<file path="config.mk">
export PLATFORM = sky130hd
export DESIGN_NAME = priority_mode_lowpower_ctrl
export DESIGN_NICKNAME = d
export VERILOG_FILES = /design/src/priority_mode_lowpower_ctrl.v
export VERILOG_INCLUDE_DIRS = /design/src
export SDC_FILE = /design/constraint.sdc
export NUM_CORES = 1
export LEC_CHECK = 0
export BUFFER_PORTS_ARGS = -buffer_cell sky130_fd_sc_hd__buf_2
export CAP_MARGIN = 10
export CORE_MARGIN = 1
export CORE_UTILIZATION = 25
export CTS_CLUSTER_DIAMETER = 30
export DETAILED_ROUTE_END_ITERATION = 8
export PLACE_DENSITY_LB_ADDON = 0.15
export SETUP_SLACK_MARGIN = 0.4
export SLEW_MARGIN = 20
export SYNTH_ARGS = -nofsm -noshare
export SYNTH_HDL_FRONTEND = slang
export SYNTH_SLANG_ARGS = --single-unit
</file>
<file path="constraint.sdc">
create_clock -name clock -period 1.9 [get_ports clock]
set_input_delay 0 -clock clock [delete_from_list [all_inputs] [get_ports clock]]
set_output_delay 0 -clock clock [all_outputs]
set_load 0.02 [all_outputs]
</file>
<file path="src/prio_ctrl_defs.vh">
// constants for the priority, mode and low-power control block
// assumes an 8-bit register port and a single 200 MHz system clock
`ifndef PRIO_CTRL_DEFS_VH
`define PRIO_CTRL_DEFS_VH

// register offsets
`define OFS_PRIO_MODE 8'h00
`define OFS_LP_CONFIG 8'h01
`define OFS_LP_STATUS 8'h02

// priority/mode register fields
`define BIT_BOOT_ROM 7
`define BIT_SPECIAL 6
`define BIT_MODE_A 5
`define BIT_READ_VIS 4
`define PSEL_MSB 3
`define PSEL_RESET 4'h5
`define PSEL_RESERVED 4'h5
`define SRC_EXT_IRQ 4'h6

// low-power config fields
`define BIT_RESTART_DLY 0
`define RESTART_DLY_RESET 1'b1

// restart delays, in clock cycles as specified
`define STOP_STAB_CYCLES 4064
`define STOP_SHORT_CYCLES 4

`endif

</file>
<file path="src/priority_mode_lowpower_ctrl.v">
// priority select, mode latch and wait/stop control of an 8-bit controller
// assumes cpu core supplies mask bits and instruction strobes on the same clock
`timescale 1ns/1ps
`include "prio_ctrl_defs.vh"

module priority_mode_lowpower_ctrl #(
  parameter STAB_CYCLES = `STOP_STAB_CYCLES,
  parameter SHORT_CYCLES = `STOP_SHORT_CYCLES
) (
  input wire clock,
  input wire rst_n,
  input wire [7:0] reg_addr,
  input wire [7:0] reg_wdata,
  input wire reg_wr,
  input wire reg_rd,
  output reg [7:0] reg_rdata,
  input wire mode_a_pin,
  input wire mode_b_pin,
  input wire pseudo_nmi_pin_n,
  input wire [15:0] source_req,
  input wire cpu_i_mask,
  input wire cpu_x_mask,
  input wire cpu_s_bit,
  input wire watchdog_off,
  input wire wait_instruction,
  input wire stop_instruction,
  output reg irq_valid,
  output reg [3:0] irq_source,
  output reg nmi_valid,
  output reg [1:0] op_mode,
  output reg boot_rom_mapped,
  output reg read_visible,
  output reg cpu_halt,
  output reg osc_enable,
  output reg timer_enable,
  output reg stack_req,
  output reg stop_nop,
  output reg resume_req,
  output reg nmi_service_req
);

  localparam ST_RUN = 2'b00;
  localparam ST_WAIT = 2'b01;
  localparam ST_STOP = 2'b10;
  localparam ST_RECOVER = 2'b11;
  // 13 bits cover the long delay; a larger STAB_CYCLES needs a wider counter
  localparam [31:0] LONG_W32 = STAB_CYCLES;
  localparam [31:0] SHORT_W32 = SHORT_CYCLES;
  localparam [12:0] LONG_CNT = LONG_W32[12:0];
  localparam [12:0] SHORT_CNT = SHORT_W32[12:0];

  //////////////////////////////////////////////////////////////////////////////
  // functions

  // fixed order, highest first: rank to source code
  function [3:0] order_src;
    input [3:0] rank;
    begin
      if (rank == 4'h0) begin
        order_src = `SRC_EXT_IRQ;
      end else if (rank == 4'h1) begin
        order_src = 4'h7;
      end else if (rank <= 4'h9) begin
        order_src = rank + 4'h6;
      end else begin
        order_src = rank - 4'hA;
      end
    end
  endfunction

  // promoted code, reserved folds onto external irq
  function [3:0] promoted;
    input [3:0] sel;
    begin
      promoted = (sel == `PSEL_RESERVED) ? `SRC_EXT_IRQ : sel;
    end
  endfunction

  // register select, shared by both write enables
  function hit;
    input [7:0] addr;
    input [7:0] ofs;
    begin
      hit = (addr == ofs);
    end
  endfunction

  //////////////////////////////////////////////////////////////////////////////
  // pin synchronisers

  wire [2:0] pin_raw = {pseudo_nmi_pin_n, mode_b_pin, mode_a_pin};
  wire [2:0] pin_sync;
  genvar g;

  // only the second stage feeds logic, so a metastable first stage stays contained
  generate
    for (g = 0; g < 3; g = g + 1) begin : g_sync
      reg [1:0] stage_ff;
      always @(posedge clock) begin
        stage_ff <= {stage_ff[0], pin_raw[g]};
      end
      assign pin_sync[g] = stage_ff[1];
    end
  endgenerate

  wire mode_a_pin_sync = pin_sync[0];
  wire mode_b_pin_sync = pin_sync[1];
  wire nmi_active = ~pin_sync[2];

  //////////////////////////////////////////////////////////////////////////////
  // priority/mode register

  reg boot_rom_ff;
  reg special_ff;
  reg mode_a_ff;
  reg read_vis_ff;
  reg [3:0] psel_ff;
  reg restart_dly_ff;
  reg nxt_boot_rom;
  reg nxt_special;
  reg nxt_mode_a;
  reg nxt_read_vis;
  reg [3:0] nxt_psel;
  reg nxt_restart_dly;

  wire wr_prio = reg_wr & hit(reg_addr, `OFS_PRIO_MODE);
  wire wr_cfg = reg_wr & hit(reg_addr, `OFS_LP_CONFIG);

  always @* begin
    nxt_special = special_ff;
    nxt_mode_a = mode_a_ff;
    nxt_boot_rom = boot_rom_ff;
    nxt_read_vis = read_vis_ff;
    nxt_psel = psel_ff;
    nxt_restart_dly = restart_dly_ff;
    if (wr_prio) begin
      nxt_special = special_ff & reg_wdata[`BIT_SPECIAL];
      if (special_ff) begin
        nxt_mode_a = reg_wdata[`BIT_MODE_A];
        nxt_boot_rom = reg_wdata[`BIT_BOOT_ROM];
        nxt_read_vis = reg_wdata[`BIT_READ_VIS];
      end
      // a psel write with the i mask clear is dropped, not held back
      if (cpu_i_mask) begin
        nxt_psel = reg_wdata[`PSEL_MSB:0];
      end
    end
    // leaving special mode drops the special-only bits
    if (!nxt_special) begin
      nxt_boot_rom = 1'b0;
      nxt_read_vis = 1'b0;
    end
    if (wr_cfg) begin
      nxt_restart_dly = reg_wdata[`BIT_RESTART_DLY];
    end
  end

  // straps follow the pins while reset is low, so the last value is held at release
  always @(posedge clock) begin
    if (!rst_n) begin
      special_ff <= ~mode_b_pin_sync;
      mode_a_ff <= mode_a_pin_sync;
      boot_rom_ff <= ~mode_b_pin_sync & ~mode_a_pin_sync;
      read_vis_ff <= 1'b0;
      psel_ff <= `PSEL_RESET;
      restart_dly_ff <= `RESTART_DLY_RESET;
    end else begin
      special_ff <= nxt_special;
      mode_a_ff <= nxt_mode_a;
      boot_rom_ff <= nxt_boot_rom;
      read_vis_ff <= nxt_read_vis;
      psel_ff <= nxt_psel;
      restart_dly_ff <= nxt_restart_dly;
    end
  end

  //////////////////////////////////////////////////////////////////////////////
  // priority resolution

  reg [3:0] nxt_src;
  reg nxt_any;
  reg [3:0] cand;
  integer k;

  always @* begin
    cand = 4'h0;
    nxt_src = 4'h0;
    nxt_any = 1'b0;
    // reserved slot never requests on its own
    for (k = 14; k >= 0; k = k - 1) begin
      cand = order_src(k[3:0]);
      if (source_req[cand]) begin
        nxt_src = cand;
        nxt_any = 1'b1;
      end
    end
    if (source_req[promoted(psel_ff)]) begin
      nxt_src = promoted(psel_ff);
      nxt_any = 1'b1;
    end
  end

  // source code doubles as vector index, so promotion never moves the vector
  always @(posedge clock) begin
    if (!rst_n) begin
      irq_valid <= 1'b0;
      irq_source <= 4'h0;
      nmi_valid <= 1'b0;
    end else begin
      irq_valid <= nxt_any & ~cpu_i_mask;
      irq_source <= nxt_src;
      nmi_valid <= nmi_active & ~cpu_x_mask;
    end
  end

  //////////////////////////////////////////////////////////////////////////////
  // wait / stop sequencing

  reg [1:0] state_ff;
  reg [1:0] nxt_state;
  reg [12:0] cnt_ff;
  reg [12:0] nxt_cnt;
  reg nmi_wake_ff;
  reg nxt_nmi_wake;
  reg timer_off_ff;
  reg nxt_timer_off;
  reg nxt_stack;
  reg nxt_stop_nop;
  reg nxt_resume;
  reg nxt_nmi_service;

  // an unmasked winning source or nmi ends wait; only the external irq or the nmi ends stop
  wire unmasked_irq = nxt_any & ~cpu_i_mask;
  wire unmasked_nmi = nmi_active & ~cpu_x_mask;
  wire ext_irq_wake = source_req[`SRC_EXT_IRQ] & ~cpu_i_mask;
  wire wait_wake = unmasked_irq | unmasked_nmi;
  wire stop_wake = nmi_active | ext_irq_wake;
  // x is looked at when the delay ends, not at the wake itself
  wire nmi_serviced = nmi_wake_ff & ~cpu_x_mask;

  always @* begin
    nxt_state = state_ff;
    nxt_cnt = cnt_ff;
    nxt_nmi_wake = nmi_wake_ff;
    nxt_timer_off = timer_off_ff;
    nxt_stack = 1'b0;
    nxt_stop_nop = 1'b0;
    nxt_resume = 1'b0;
    nxt_nmi_service = 1'b0;
    case (state_ff)
      ST_RUN: begin
        if (wait_instruction) begin
          nxt_state = ST_WAIT;
          nxt_stack = 1'b1;
          nxt_timer_off = cpu_i_mask & watchdog_off;
        end else if (stop_instruction) begin
          if (cpu_s_bit) begin
            nxt_stop_nop = 1'b1;
          end else begin
            nxt_state = ST_STOP;
          end
        end
      end
      ST_WAIT: begin
        if (wait_wake) begin
          nxt_state = ST_RUN;
          nxt_timer_off = 1'b0;
          nxt_resume = 1'b1;
        end
      end
      ST_STOP: begin
        // nmi wakes regardless of x; the x bit only picks the path
        if (stop_wake) begin
          nxt_state = ST_RECOVER;
          nxt_nmi_wake = nmi_active;
          nxt_cnt = restart_dly_ff ? LONG_CNT : SHORT_CNT;
        end
      end
      ST_RECOVER: begin
        if (cnt_ff <= 13'h0001) begin
          nxt_state = ST_RUN;
          nxt_cnt = 13'h0000;
          nxt_nmi_service = nmi_serviced;
          nxt_resume = ~nmi_serviced;
          nxt_nmi_wake = 1'b0;
        end else begin
          nxt_cnt = cnt_ff - 13'h0001;
        end
      end
      default: begin
        nxt_state = ST_RUN;
      end
    endcase
  end

  always @(posedge clock) begin
    if (!rst_n) begin
      state_ff <= ST_RUN;
      cnt_ff <= 13'h0000;
      nmi_wake_ff <= 1'b0;
      timer_off_ff <= 1'b0;
      stack_req <= 1'b0;
      stop_nop <= 1'b0;
      resume_req <= 1'b0;
      nmi_service_req <= 1'b0;
    end else begin
      state_ff <= nxt_state;
      cnt_ff <= nxt_cnt;
      nmi_wake_ff <= nxt_nmi_wake;
      timer_off_ff <= nxt_timer_off;
      stack_req <= nxt_stack;
      stop_nop <= nxt_stop_nop;
      resume_req <= nxt_resume;
      nmi_service_req <= nxt_nmi_service;
    end
  end

  //////////////////////////////////////////////////////////////////////////////
  // outputs and register reads

  // status packs the sequencer state beside the nmi wake and timer-off flags
  wire [7:0] prio_word = {boot_rom_ff, special_ff, mode_a_ff, read_vis_ff, psel_ff};
  wire [7:0] cfg_word = {7'h00, restart_dly_ff};
  wire [7:0] status_word = {3'h0, timer_off_ff, nmi_wake_ff, 1'b0, state_ff};

  always @(posedge clock) begin
    if (!rst_n) begin
      op_mode <= 2'b00;
      boot_rom_mapped <= 1'b0;
      read_visible <= 1'b0;
      cpu_halt <= 1'b0;
      osc_enable <= 1'b1;
      timer_enable <= 1'b1;
      reg_rdata <= 8'h00;
    end else begin
      op_mode <= {special_ff, mode_a_ff};
      boot_rom_mapped <= boot_rom_ff;
      read_visible <= read_vis_ff;
      // halt trails the state by one edge
      cpu_halt <= (state_ff != ST_RUN);
      osc_enable <= (state_ff != ST_STOP);
      timer_enable <= ~timer_off_ff & (state_ff != ST_STOP);
      reg_rdata <= 8'h00;
      if (reg_rd) begin
        case (reg_addr)
          `OFS_PRIO_MODE: reg_rdata <= prio_word;
          `OFS_LP_CONFIG: reg_rdata <= cfg_word;
          `OFS_LP_STATUS: reg_rdata <= status_word;
          default: reg_rdata <= 8'h00;
        endcase
      end
    end
  end

endmodule

</file>
Word level (Yosys, flattened, before mapping)
Index checks and enable logic that the tools add are counted.
{"block": "totals", "regBits": 57, "input_bits": 45, "output_inout_bits": 25, "word_cells": 154}
{"block": "classes", "add_sub_neg": 1, "magnitude_cmp": 2, "n_eq_ne": 17, "muxes": 67, "bitwise_logic": 22, "n_reduce_logical": 18}
{"operator": "$mux W4", "n": 12}
{"operator": "$mux W1", "n": 34}
{"operator": "$mux W13", "n": 2}
{"operator": "$pmux W13 S2", "n": 1}
{"operator": "$pmux W8 S3", "n": 1}
{"operator": "$reduce_and A2 Y1", "n": 8}
{"operator": "$mux W3", "n": 5}
{"operator": "$le A13 B1 Y1 const B", "n": 1}
{"operator": "$sub A13 B1 Y13 const B", "n": 1}
{"operator": "$mux W12", "n": 1}
{"operator": "$mux W2", "n": 6}
{"operator": "$and A1 B1 Y1", "n": 10}
{"operator": "$ne A2 B2 Y1 const B", "n": 5}
{"operator": "$not A1 Y1", "n": 10}
{"operator": "$ne A3 B3 Y1 const B", "n": 3}
{"operator": "$reduce_and A3 Y1", "n": 3}
{"operator": "$eq A8 B1 Y1 const B", "n": 1}
{"operator": "$eq A8 B2 Y1 const B", "n": 1}
{"operator": "$logic_not A8 Y1", "n": 1}
{"operator": "$pmux W2 S4", "n": 1}
{"operator": "$pmux W1 S2", "n": 3}
{"operator": "$reduce_bool A2 Y1", "n": 3}
{"operator": "$lt A4 B5 Y1 const B", "n": 1}
{"operator": "$reduce_and A5 Y1", "n": 1}
{"operator": "other kinds (9)", "n": 12}

Logic depth before layout (Yosys ltp)
Gate-level depths: netlist (run 1).
{"block": "logic_depth", "ltp_word": 20, "mapped_depth": 7}

Least setup slack after synthesis (run 1)
No wires, ideal clock.
{"block": "synth_path", "path_kind": "reg2reg", "startpoint": "register cnt_ff[6]", "endpoint": "register cnt_ff[2]", "setup_time_ns": 0.117, "t_arrival_ns": 1.587, "required_ns": 1.783, "path_slack_ns": 0.195, "path_stages_with_launch": 6, "synth_period_minus_slack_ns": 1.705, "cell_sequence": "dfxtp_1 > or4_4 > nand4b_4 > o21ai_4 > o21ai_2 > a32o_1"}
{"block": "synth_between", "elab_chain_len": 3}
{"item": "from (decl)", "line_no": "priority_mode_lowpower_ctrl.v:221", "source": "reg [12:0] cnt_ff;"}
{"item": "from (signal assigned)", "line_no": "priority_mode_lowpower_ctrl.v:308", "source": "cnt_ff <= nxt_cnt;"}
{"item": "$le A13 B1 Y1", "line_no": "priority_mode_lowpower_ctrl.v:280", "source": "if (cnt_ff <= 13'h0001) begin"}
{"item": "$mux W13", "line_no": "priority_mode_lowpower_ctrl.v:280"}
{"item": "$pmux W13 S2", "line_no": "priority_mode_lowpower_ctrl.v:250", "source": "case (state_ff)"}
Every way passes these cells.
A chain may end at the register's enable or synchronous reset.

Worst setup path after layout (run 1)
{"block": "layout_path", "startpoint": "register cnt_ff[6]", "endpoint": "register cnt_ff[7]"}
{"block": "layout_between", "elab_chain_len": 3, "word_cells_on_any_way": 4, "cone_classes": "1 x add/sub; 1 x order compare; 2 x mux"}
{"item": "$sub A13 B1 Y13 or $le A13 B1 Y1 (tied branches)", "line_no": "priority_mode_lowpower_ctrl.v:287, priority_mode_lowpower_ctrl.v:280"}
{"item": "$mux W13 (*)", "line_no": "priority_mode_lowpower_ctrl.v:280"}
{"item": "$pmux W13 S2 (*)", "line_no": "priority_mode_lowpower_ctrl.v:250"}
Mark *: on every way between the ends. The rest lies on a longest branch, timed or not.

==> metrics.csv, run 1 <==
stage;metric;value;unit
drt;WL/cell;13.79;um
floorplanning;die height;106.2;um
global_routing;initial antenna violation count;0;
synth;async set or reset register ratio after synthesis;0;
drt;Via Count;2608;
critical_path;Crit Reg-Reg Startpoint;cnt_ff[6]$_SDFFE_PN0P_;
drt;Routed WL;7628;um
cells_and_area;fillcell total;1081;
drt;Initial DRT Pass Iterations;4;
global_routing;met2 GRT Util;0.2421;
clock_tree;H-tree level count;3;
critical_path;Critical Path AT;1990;ps
clock_tree;Reg clk slew, reported paths;70;ps
drt;initial drt markers;84;
timing;fraction of the cycle the final worst path needs;0.9245;
min_path;Worst Hold Path EP;state_ff[1]$_SDFFE_PN0P_;
timing;fin worst setup slack;143.5;ps
synth;number of synthesized flops with an enable pin;2;
floorplanning;DIE AREA;0.01129;sq mm
placed_design;port bufs;68;
global_routing;grt met1 use;0.1702;
global_routing;largest net degree at the start of global routing;19;
critical_path;Setup CP Type;reg2reg;
timing;final count of hold timing violations;0;
min_path;Hold Crit Depth;4;
cells_and_area;ratio of cells with drive above 1 in the final layout;0.3885;
global_routing;global-route wire length before repair;12430;um
timing;Worst Skew;6.872;ps
timing;setup TNS;0;ps
critical_path;r2r worst-path depth;6;
timing;Tightest Pin Transition;451.6;ps
global_routing;total global routing overflow;0;
clock_tree;CTS Buffer Depth;2;
critical_path;worst path required time;2130;ps
timing;RSZ-0062 raised after global routing;yes;
cells_and_area;commonest cells after routing, fill and taps aside;buf_2, dfxtp_1, nor2_1;
min_path;Hold Crit Start;cpu_s_bit;
synth;post-synthesis cell area;0.002716;sq mm
cells_and_area;commonest non-fill, non-tap cell in the layout;buf_2;
timing;max-slew violations;0;
floorplanning;Die X;106.2;um
job;MaxCap Viol Count;0;
clock_tree;CTS tree;yes;
critical_path;R2R Setup Slk;140;ps
placed_design;Place WS;36.97;ps
clock_tree;worst skew pair latency;340;ps
global_routing;met3 usage;0.03556;
synth;#FFs+latches synth;57;
global_routing;number of global-route vias before repair;2516;
synth;Primary FF master, synth;dfxtp_1;
placed_design;Post-DP HPWL;5332;um
timing;Slew HR;0.6962;
synth;Synth Warn #;0;
clock_tree;CTS Root Cell;clkbuf_8;
floorplanning;IO Count;70;
global_routing;GRT Max-Usage Layer;met2;
clock_tree;CTS buffer count;9;
critical_path;CP Capture Type;flop;
synth;sequential area share after synthesis;0.4275;
power;worst vdd ir;371.9;uV
floorplanning;Core Region;0.01042;sq mm
critical_path;crit path max fanout;6;
run_status;outcome;complete, no violations;
cells_and_area;# diodes;0;
global_routing;gr usage total;0.1413;
critical_path;reg2reg end;cnt_ff[7]$_SDFFE_PN0P_;
timing;# setup viols final;0;
power;Pwr per Cell Area;794.4;mW/mm^2
drt;DR DRC count;0;
synth;post-synthesis cell type count;61;
min_path;type of the most critical hold path;in2reg;
floorplanning;initial core utilization;0.2608;
floorplanning;Rows;37;
power;Leak;1.714;nW
synth;Mapped Cells;298;
placed_design;routability cong.;0.7843;
clock_tree;CTS sink count;57;
synth;synthesized area per cell;9.115;sq um
timing;fmax;569.3;MHz
critical_path;CP Launch Type;flop;
cells_and_area;Final Net Count;459;
timing;fin crit period;1756;ps
cells_and_area;Syn-to-layout area delta;46.43;%
synth;Post-Syn Nets;345;
drt;Post-DRT Antenna Nets;0;
drt;Via density;4.716;
==> kinds of logic (layout without fill, tap and decap cells) <==
group,Yosys count,in the layout,share of synthesized area
compound gates,80,80,0.2091
fa+ha+maj,2,2,0.009211
buf+inv,25,144,0.04744
flops,57,57,0.4275
mux,18,18,0.06909
simple gates,116,116,0.2377
==> metal layers <==
layer | vias up | routed length (um)
li1 | 1329 | -
met1 | 1216 | 3414
met2 | 54 | 3826
met3 | 9 | 297
met4 | 0 | 90
met5 | - | 0
==> worst max path at each step <==
stage	to	cells past startpoint	from
6_report	cnt_ff[7]$_SDFFE_PN0P_	6	cnt_ff[6]$_SDFFE_PN0P_
5_1_grt	cnt_ff[6]$_SDFFE_PN0P_	6	cnt_ff[6]$_SDFFE_PN0P_
4_1_cts	cnt_ff[2]$_SDFFE_PN0P_	6	cnt_ff[6]$_SDFFE_PN0P_
3_5_place_dp	irq_source[0]$_SDFF_PN0_	5	promoted.sel[1]$_SDFFE_PN0P_
3_3_place_gp	irq_source[0]$_SDFF_PN0_	5	promoted.sel[1]$_SDFFE_PN0P_
2_1_floorplan	cnt_ff[2]$_SDFFE_PN0P_	5	cnt_ff[6]$_SDFFE_PN0P_
==> report_power, final <==
part           total [mW]  switching (mW)  internal [mW]
clock network        1.30           0.551          0.751
registers            1.30          0.0412           1.26
logic               0.558           0.288          0.270
total                3.16           0.880           2.28
==> synth_stat cells (5+ instances only) <==
cell | count | area [sq um]
dfxtp_1 | 55 | 1101
o21a_1 | 5 | 37.54
and2_1 | 9 | 56.30
nor3_1 | 7 | 35.03
nand2_1 | 15 | 56.30
mux2_2 | 5 | 56.30
a21oi_1 | 21 | 105.1
nor2b_1 | 7 | 43.79
nand2b_1 | 5 | 31.28
o221a_1 | 5 | 56.30
nand3_1 | 5 | 25.02
nor4_1 | 6 | 37.54
clkbuf_1 | 6 | 22.52
mux2i_1 | 12 | 120.1
inv_1 | 11 | 41.29
nor2_1 | 33 | 123.9
o21ai_0 | 9 | 45.04
==> cell type report <==
class | instances | area, sq um | share of cell area
timing repair buffer | 117 | 772.0 | 0.1941
clock buffer | 9 | 123.9 | 0.03114
tap | 136 | 170.2 | 0.04278
sequential | 57 | 1175 | 0.2954
multi-input combinational | 216 | 1589 | 0.3995
clock inverter | 7 | 103.9 | 0.02611
inverter | 11 | 43.79 | 0.01101
==> worst max-delay path: stages, from the launching register on <==
cell and delay [ps]:
dfxtp_2 320, or4_4 530, nand4b_4 210, o21ai_4 190
buf_6 150, a21oi_1 40, o221a_1 210
==> metrics by stage <==
| step | cell area (sq um) | hold WS [ps] | std cells | power, mW | util |
|---|---|---|---|---|---|
| after floorplan | 2773 | 27.72 | 298 | 1.649 | - |
| after global placement | 3294 | 102.7 | 503 | 1.818 | 0.3163 |
| after detailed placement | 3294 | 103.6 | 503 | 1.819 | 0.3163 |
| after CTS | 3806 | 3.853 | 546 | 3.197 | 0.3654 |
| after global routing | 3978 | 15.50 | 553 | 3.326 | 0.3819 |
| final | 3978 | 21.03 | 553 | 3.160 | 0.3819 |
==> timing repair <==
action / CTS / global route
buffers inserted: 9 / 7
hold endpoints to repair: 18 / 0
gates resized for setup: 10 / 30
pin swaps: 4 / 13
setup endpoints to repair: 22 / 27
hold buffers: 18 / 0
==> registers in the layout, summed over array words and instances, names as in the netlist, 2 cells and up <==
| signal | count |
|---|---|
| promoted.sel | 4 |
| op_mode | 2 |
| g_sync.stage_ff | 6 |
| irq_source | 4 |
| state_ff | 2 |
| cnt_ff | 13 |
| reg_rdata | 8 |
Note: power is estimated with default switching activity, not from simulation.
==> run 2: changes to the inputs <==
--- a/config.mk
+++ b/config.mk
@@ -6,13 +6,14 @@
 export SDC_FILE = /design/constraint.sdc
 export NUM_CORES = 1
 export LEC_CHECK = 0
+export ABC_AREA = 1
 export BUFFER_PORTS_ARGS = -buffer_cell sky130_fd_sc_hd__buf_2
 export CAP_MARGIN = 10
 export CORE_MARGIN = 1
 export CORE_UTILIZATION = 25
 export CTS_CLUSTER_DIAMETER = 30
 export DETAILED_ROUTE_END_ITERATION = 8
-export PLACE_DENSITY_LB_ADDON = 0.15
+export PLACE_DENSITY_LB_ADDON = 0.3
 export SETUP_SLACK_MARGIN = 0.4
 export SLEW_MARGIN = 20
 export SYNTH_ARGS = -nofsm -noshare
==> run 2 against run 1 <==
- the run now ends with negative hold slack left
- power is 36% higher
- critical path depth up 8
- count of clock-buffer cells in the layout is 2 higher
- die area up 0.73%
- area after synthesis is 0.74% higher
- sequential cell count unchanged
- critical path type unchanged
- critical endpoint is now state_ff[0]$_SDFFE_PN0P_
==> metrics.csv, run 2 <==
stage;metric;value;unit;change
cells_and_area;ratio of cells with drive above 1 in the final layout;0.3828;;was 0.3885
drt;Via Count;2819;;was 2608
critical_path;R2R Setup Slk;360;ps;was 140 ps
run_status;failing checks;negative hold slack;;
floorplanning;DIE AREA;0.01137;sq mm;was 0.01129 sq mm
critical_path;worst path required time;2180;ps;was 2130 ps
synth;Synth Warn #;0;;unchanged
timing;max-slew violations;0;;unchanged
synth;top cells by area, synth;dfxtp_1, nand2_1, inv_1;;was dfxtp_1, nor2_1, mux2i_1
floorplanning;IO Count;70;;unchanged
cells_and_area;area of the multi-input gates;0.001523;sq mm;was 0.001589 sq mm
clock_tree;CTS Root Cell;clkbuf_8;;unchanged
synth;Post-Syn Nets;431;;was 345
placed_design;Post-DP HPWL;5526;um;was 5332 um
cells_and_area;Final Cell Area;0.004044;sq mm;was 0.003978 sq mm
critical_path;Setup crit end;state_ff[0]$_SDFFE_PN0P_;;was cnt_ff[7]$_SDFFE_PN0P_
global_routing;met3 usage;0.03465;;was 0.03556
critical_path;crit path cell chain;inv_4 -> ha_4 -> nand3_2 -> nor2_1 -> nand2_1 -> nand2_2 -> inv_2 -> nand2_4 -> nand2_4 -> inv_4 -> nand2_2 -> nand2_1 -> nand2_1 -> a21oi_2;;was or4_4 -> nand4b_4 -> o21ai_4 -> buf_6 -> a21oi_1 -> o221a_1
critical_path;CP bufs+invs;3;;was 1
power;Pwr per Cell Area;1061;mW/mm^2;was 794.4 mW/mm^2
run_status;outcome;finished, violations left;;was complete, no violations
global_routing;total global routing overflow;0;;unchanged
timing;fin crit period;1539;ps;was 1756 ps
synth;number of synthesized flops with an enable pin;2;;unchanged
critical_path;CP Capture Type;flop;;unchanged
drt;Routed WL;7776;um;was 7628 um
critical_path;Critical Path Stages;14;;was 6
synth;async set or reset register ratio after synthesis;0;;unchanged
placed_design;routability cong.;0.8866;;was 0.7843
timing;Slew HR;0.7120;;was 0.6962
critical_path;crit path max fanout;3;;was 6
drt;initial drt markers;94;;was 84
power;Leak;1.958;nW;was 1.714 nW
timing;fmax;649.6;MHz;was 569.3 MHz
synth;Primary FF master, synth;dfxtp_1;;unchanged
power;worst vdd ir;352.8;uV;was 371.9 uV
timing;final count of hold timing violations;1;;was 0
clock_tree;CTS tree;yes;;unchanged
timing;Worst Skew;13.00;ps;was 6.872 ps
drt;Via density;4.439;;was 4.716
power;total power;4.292;mW;was 3.160 mW
timing;RSZ-0062 raised after global routing;yes;;unchanged
critical_path;CP Launch Type;flop;;unchanged
clock_tree;H-tree level count;3;;unchanged
drt;WL/cell;12.25;um;was 13.79 um
cells_and_area;Largest Register;cnt_ff;;unchanged
floorplanning;Core Region;0.01046;sq mm;was 0.01042 sq mm
critical_path;Critical Path Start;cnt_ff[1]$_SDFFE_PN0P_;;was cnt_ff[6]$_SDFFE_PN0P_
critical_path;most frequent CP cell;nand2_1;;
cells_and_area;Largest regs;cnt_ff x13, reg_rdata x8, g_sync.stage_ff x6;;unchanged
placed_design;placed cell areas;0.003253;sq mm;was 0.003294 sq mm
placed_design;port bufs;69;;was 68
critical_path;r2r worst-path depth;14;;was 6
floorplanning;Rows;37;;unchanged
critical_path;delay-heaviest family, CP;simple AND/OR/NAND/NOR gates;;unchanged
synth;Post-synth top cells;nand2_1, dfxtp_1, inv_1, nor2_1, nand3_1;;was dfxtp_1, nor2_1, a21oi_1, nand2_1, mux2i_1
clock_tree;worst skew pair latency;340;ps;about the same
cells_and_area;Syn-to-layout area delta;47.78;%;was 46.43%
global_routing;global-route wire length before repair;12150;um;was 12430 um
synth;synthesized area per cell;7.126;sq um;was 9.115 sq um
critical_path;max incr delay on CP;350;ps;was 530 ps
floorplanning;Die X;106.6;um;was 106.2 um
cells_and_area;commonest cells after routing, fill and taps aside;nand2_1, buf_2, inv_1;;was buf_2, dfxtp_1, nor2_1
timing;Worst Hold Slack;-1.302;ps;was 21.03 ps
job;MaxCap Viol Count;0;;unchanged
clock_tree;CTS buffer count;9;;unchanged
synth;top cell type's share of synthesized area;0.4024;;was 0.4053
global_routing;number of global-route vias before repair;2642;;was 2516
cells_and_area;fillcell total;1091;;was 1081
cells_and_area;max reg flops;13;;unchanged
synth;post-synthesis cell type count;37;;was 61
timing;Tightest Pin Transition;431.9;ps;was 451.6 ps
floorplanning;die height;106.6;um;was 106.2 um
floorplanning;initial core utilization;0.2615;;was 0.2608
critical_path;reg2reg end;state_ff[0]$_SDFFE_PN0P_;;was cnt_ff[7]$_SDFFE_PN0P_
critical_path;crit path max-delay cell type;dfxtp_2;;was or4_4
global_routing;gr usage total;0.1360;;was 0.1413
global_routing;met2 GRT Util;0.2207;;was 0.2421
critical_path;Critical Path AT;1820;ps;was 1990 ps
synth;#FFs+latches synth;57;;unchanged
timing;setup TNS;0;ps;unchanged
cells_and_area;Final Net Count;541;;was 459
critical_path;Crit Reg-Reg Startpoint;cnt_ff[1]$_SDFFE_PN0P_;;was cnt_ff[6]$_SDFFE_PN0P_
timing;fraction of the cycle the final worst path needs;0.8102;;was 0.9245
global_routing;initial antenna violation count;0;;unchanged
synth;sequential area share after synthesis;0.4243;;was 0.4275
cells_and_area;commonest non-fill, non-tap cell in the layout;nand2_1;;was buf_2
global_routing;GRT Max-Usage Layer;met2;;unchanged
synth;most frequent cell after synthesis;nand2_1;;was dfxtp_1
clock_tree;Reg clk slew, reported paths;70;ps;about the same
drt;Initial DRT Pass Iterations;5;;was 4
synth;post-synthesis cell area;0.002736;sq mm;was 0.002716 sq mm
clock_tree;CTS Buffer Depth;2;;unchanged
synth;biggest area consumer among synthesized cells;dfxtp_1;;unchanged
drt;Post-DRT Antenna Nets;0;;unchanged
clock_tree;CTS sink count;57;;unchanged
cells_and_area;Storage cell area;0.001184;sq mm;was 0.001175 sq mm
drt;DR DRC count;0;;unchanged
timing;# setup viols final;0;;unchanged
global_routing;largest net degree at the start of global routing;28;;was 19
timing;fin worst setup slack;360.7;ps;was 143.5 ps
cells_and_area;# diodes;0;;unchanged
min_path;type of the most critical hold path;in2reg;;unchanged
global_routing;grt met1 use;0.1722;;was 0.1702
critical_path;Setup CP Type;reg2reg;;unchanged
synth;Mapped Cells;384;;was 298
placed_design;Place WS;196.5;ps;was 36.97 ps
## run 2: repair_timing
action,in CTS,in global routing
hold buffers,15,0
resized for setup,26,52
endpoints found under the hold margin,15,0
endpoints found under the setup margin,18,20
buffers inserted,7,10
pin swaps,10,24
## run 2: worst min-delay path by stage
| stage | to | slack [ps] | startpoint | cells after the start |
|---|---|---|---|---|
| final | special_ff$_DFF_P_ | -1 | reg_wdata[6] | 3 |
| after global routing | irq_source[0]$_SDFF_PN0_ | 30 | source_req[6] | 4 |
| after CTS | reg_rdata[1]$_SDFF_PN0_ | 0.5 | reg_addr[0] | 4 |
| after detailed placement | g_sync[0].stage_ff[0]$_DFF_P_ | 100 | mode_a_pin | 1 |
| after global placement | g_sync[1].stage_ff[0]$_DFF_P_ | 100 | mode_b_pin | 1 |
| after floorplan | g_sync[0].stage_ff[0]$_DFF_P_ | 30 | mode_a_pin | 0 |
## run 2: cells by family after synthesis
group	after synthesis	synth area share
and+or+nand+nor	205	0.3375
adders and majority gates	2	0.009143
xor gates and xnor gates	10	0.03201
AOI/OAI and AO/OA	45	0.1038
buffers and inverters	65	0.09328
DFF	57	0.4243
## run 2: worst register-to-register path: stages (launching register included)
cell	delay [ps]
dfxtp_2	350
inv_4	80
ha_4	130
nand3_2	70
nor2_1	110
nand2_1	60
nand2_2	120
inv_2	70
nand2_4	70
nand2_4	60
inv_4	50
nand2_2	50
nand2_1	90
nand2_1	70
a21oi_2	100
## run 2: per-layer routing
layer	share of wire	vias up	wire, um
met3	0.052	14	407
li1	-	1444	-
met5	0	-	0
met1	0.47	1280	3628
met4	0.016	0	121
met2	0.47	81	3619
## run 2: final cells by class
type                       instances  share of cell area
multi-input combinational        262              0.3765
sequential                        57              0.2927
timing repair buffer             106              0.1634
inverter                          58             0.05693
tap                              136             0.04208
clock buffer                      11             0.03744
clock inverter                     5             0.03094
## run 2: power breakdown
part	total (mW)	switching [mW]	internal, mW	leakage [nW]
sequential	1.46	0.124	1.34	0.477
clock	1.57	0.496	1.07	0.140
combinational	1.26	0.721	0.541	1.34
## run 2: metrics by stage
stage	cells	util
5_1_grt	635	0.3865
6_report	635	0.3865
4_1_cts	625	0.3631
2_1_floorplan	384	-
3_3_place_gp	587	0.3109
3_5_place_dp	587	0.3109
==> run 3: changes to the inputs <==
--- a/config.mk
+++ b/config.mk
@@ -6,7 +6,7 @@
 export SDC_FILE = /design/constraint.sdc
 export NUM_CORES = 1
 export LEC_CHECK = 0
-export ABC_AREA = 1
+export ABC_AREA = 0
 export BUFFER_PORTS_ARGS = -buffer_cell sky130_fd_sc_hd__buf_2
 export CAP_MARGIN = 10
 export CORE_MARGIN = 1
==> constraint.sdc (replaced) <==
create_clock -name clock -period 1.45 [get_ports clock]
set_input_delay 0 -clock clock [delete_from_list [all_inputs] [get_ports clock]]
set_output_delay 0 -clock clock [all_outputs]
set_load 0.02 [all_outputs]
==> run 3 against run 2 <==
- the flow finishes with violations (negative setup slack)
- power increased by 2.1%
- final cell count is 6.8% lower
- core utilization grew 4.3 points
- first-iteration DRC count shrank 2.1%
- routed wire length increased by 5.7%
- largest cell class unchanged
==> metrics.csv, run 3 (synthesis results as in run 1) <==
stage;metric;value;unit;change
run_status;outcome;finished, violations left;;unchanged
run_status;failing checks;negative setup slack;;was negative hold slack
critical_path;Critical Path Start;cnt_ff[9]$_SDFFE_PN0P_;;was cnt_ff[1]$_SDFFE_PN0P_
power;total power;4.382;mW;was 4.292 mW
cells_and_area;ratio of cells with drive above 1 in the final layout;0.5066;;was 0.3828
drt;Routed WL;8221;um;was 7776 um
global_routing;met3 usage;0.04660;;was 0.03465
floorplanning;die height;106.2;um;was 106.6 um
timing;fmax;568.1;MHz;was 649.6 MHz
drt;DR DRC count;0;;unchanged
timing;fin crit period;1760;ps;was 1539 ps
clock_tree;Reg clk slew, reported paths;80;ps;was 70 ps
clock_tree;worst skew pair latency;350;ps;was 340 ps
power;worst vdd ir;616.8;uV;was 352.8 uV
global_routing;number of global-route vias before repair;2830;;was 2642
timing;setup TNS;-4862;ps;was 0 ps
critical_path;Critical Path AT;1990;ps;was 1820 ps
global_routing;initial antenna violation count;0;;unchanged
timing;max-slew violations;0;;unchanged
global_routing;grt met1 use;0.1677;;was 0.1722
critical_path;delay-heaviest family, CP;simple AND/OR/NAND/NOR gates;;unchanged
critical_path;crit path cell chain;or4_4 -> nand4b_4 -> o21ai_4 -> buf_6 -> a21oi_1 -> o221a_1;;was inv_4 -> ha_4 -> nand3_2 -> nor2_1 -> nand2_1 -> nand2_2 -> inv_2 -> nand2_4 -> nand2_4 -> inv_4 -> nand2_2 -> nand2_1 -> nand2_1 -> a21oi_2
drt;Post-DRT Antenna Nets;0;;unchanged
cells_and_area;Largest regs;cnt_ff x13, reg_rdata x8, g_sync.stage_ff x6;;unchanged
placed_design;routability cong.;0.8488;;was 0.8866
critical_path;crit path max-delay cell type;or4_4;;was dfxtp_2
drt;Via density;4.801;;was 4.439
critical_path;Setup CP Type;reg2reg;;unchanged
timing;final count of hold timing violations;0;;was 1
global_routing;total global routing overflow;0;;unchanged
critical_path;CP bufs+invs;1;;was 3
clock_tree;CTS Root Cell;clkbuf_8;;unchanged
floorplanning;initial core utilization;0.2608;;was 0.2615
cells_and_area;Largest Register;cnt_ff;;unchanged
cells_and_area;commonest cells after routing, fill and taps aside;buf_2, buf_4, dfxtp_1;;was nand2_1, buf_2, inv_1
floorplanning;Core Region;0.01042;sq mm;was 0.01046 sq mm
timing;RSZ-0062 raised after global routing;yes;;unchanged
min_path;Hold Crit Start;reg_wdata[7];;was reg_wdata[6]
timing;fraction of the cycle the final worst path needs;1.214;;was 0.8102
global_routing;met2 GRT Util;0.2635;;was 0.2207
critical_path;crit path max fanout;5;;was 3
placed_design;Post-DP HPWL;5690;um;was 5526 um
power;Pwr per Cell Area;978.6;mW/mm^2;was 1061 mW/mm^2
clock_tree;CTS sink count;57;;unchanged
cells_and_area;Syn-to-layout area delta;64.85;%;was 47.78%
cells_and_area;commonest non-fill, non-tap cell in the layout;buf_2;;was nand2_1
global_routing;global-route wire length before repair;13170;um;was 12150 um
min_path;type of the most critical hold path;in2reg;;unchanged
timing;fin worst setup slack;-310.1;ps;was 360.7 ps
timing;Worst Skew;12.97;ps;was 13.00 ps
power;Leak;1.968;nW;was 1.958 nW
floorplanning;IO Count;70;;unchanged
drt;initial drt markers;92;;was 94
clock_tree;CTS tree;yes;;unchanged
placed_design;Place WS;-433.9;ps;was 196.5 ps
critical_path;max incr delay on CP;530;ps;was 350 ps
drt;Via Count;2842;;was 2819
floorplanning;Die X;106.2;um;was 106.6 um
critical_path;Crit Reg-Reg Startpoint;cnt_ff[9]$_SDFFE_PN0P_;;was cnt_ff[1]$_SDFFE_PN0P_
cells_and_area;max reg flops;13;;unchanged
timing;# setup viols final;22;;was 0
cells_and_area;Final Net Count;498;;was 541
job;MaxCap Viol Count;0;;unchanged
clock_tree;CTS Buffer Depth;2;;unchanged
critical_path;CP Capture Type;flop;;unchanged
floorplanning;Rows;37;;unchanged
drt;WL/cell;13.89;um;was 12.25 um
critical_path;CP Launch Type;flop;;unchanged
clock_tree;H-tree level count;3;;unchanged
global_routing;largest net degree at the start of global routing;30;;was 28
global_routing;GRT Max-Usage Layer;met2;;unchanged
timing;Tightest Pin Transition;378.6;ps;was 431.9 ps
clock_tree;CTS buffer count;9;;unchanged
cells_and_area;# diodes;0;;unchanged
critical_path;worst path required time;1680;ps;was 2180 ps
cells_and_area;fillcell total;1012;;was 1091
placed_design;port bufs;68;;was 69
drt;Initial DRT Pass Iterations;5;;unchanged
global_routing;gr usage total;0.1484;;was 0.1360
timing;Slew HR;0.7411;;was 0.7120
floorplanning;DIE AREA;0.01129;sq mm;was 0.01137 sq mm
## run 3: through the flow
step	utilization	area, sq um	instances	hold WS (ps)
global placement	0.3462	3606	540	103.6
finish	0.4299	4478	592	17.35
floorplan	-	2796	298	27.72
global route	0.4299	4478	592	17.84
CTS	0.4071	4240	585	2.234
detailed placement	0.3462	3606	540	104.4
## run 3: what timing repair did
action	CTS	global route
gates resized for setup	39	42
endpoints found under the setup margin	38	40
buffers inserted	14	7
pin swaps	30	23
hold buffers	15	0
hold endpoints to repair	19	0
## run 3: path summary, 6_finish.rpt
kind,endpoint,depth (start not counted),slack (ps)
worst max-delay path,cnt_ff[11]$_SDFFE_PN0P_,6,-310
worst min-delay path,boot_rom_ff$_DFFE_PP_,3,20
worst max register to register,cnt_ff[11]$_SDFFE_PN0P_,6,-310
worst min register to register,g_sync[2].stage_ff[1]$_DFF_P_,0,330
## run 3: final cells by class
cell class,count,area [sq um],area share
well taps,136,170.2,0.03800
repair buffers,156,1130,0.2523
clock buffers,9,123.9,0.02766
inverters,11,43.79,0.009779
flip-flops and latches,57,1182,0.2640
multi-input cells,216,1725,0.3853
clock inverters,7,102.6,0.02291
## run 3: layer usage
metal  vias to the layer above  share of wire  wire [um]
met2                        67           0.51       4219
met3                        12          0.043        351
met4                         0          0.017        143
met1                      1357           0.43       3507
li1                       1406              -          -
met5                         -              0          0
## run 3: worst min-delay path, cell delays in order
cell and delay [ps]:
buf_2 80, nand2_1 50, o32ai_2 110
## run 3: report_power, final
part	internal [mW]	switching, mW	total, mW
combinational	0.521	0.468	0.990
clock	0.981	0.717	1.70
sequential	1.65	0.0457	1.69
total	3.15	1.23	4.38
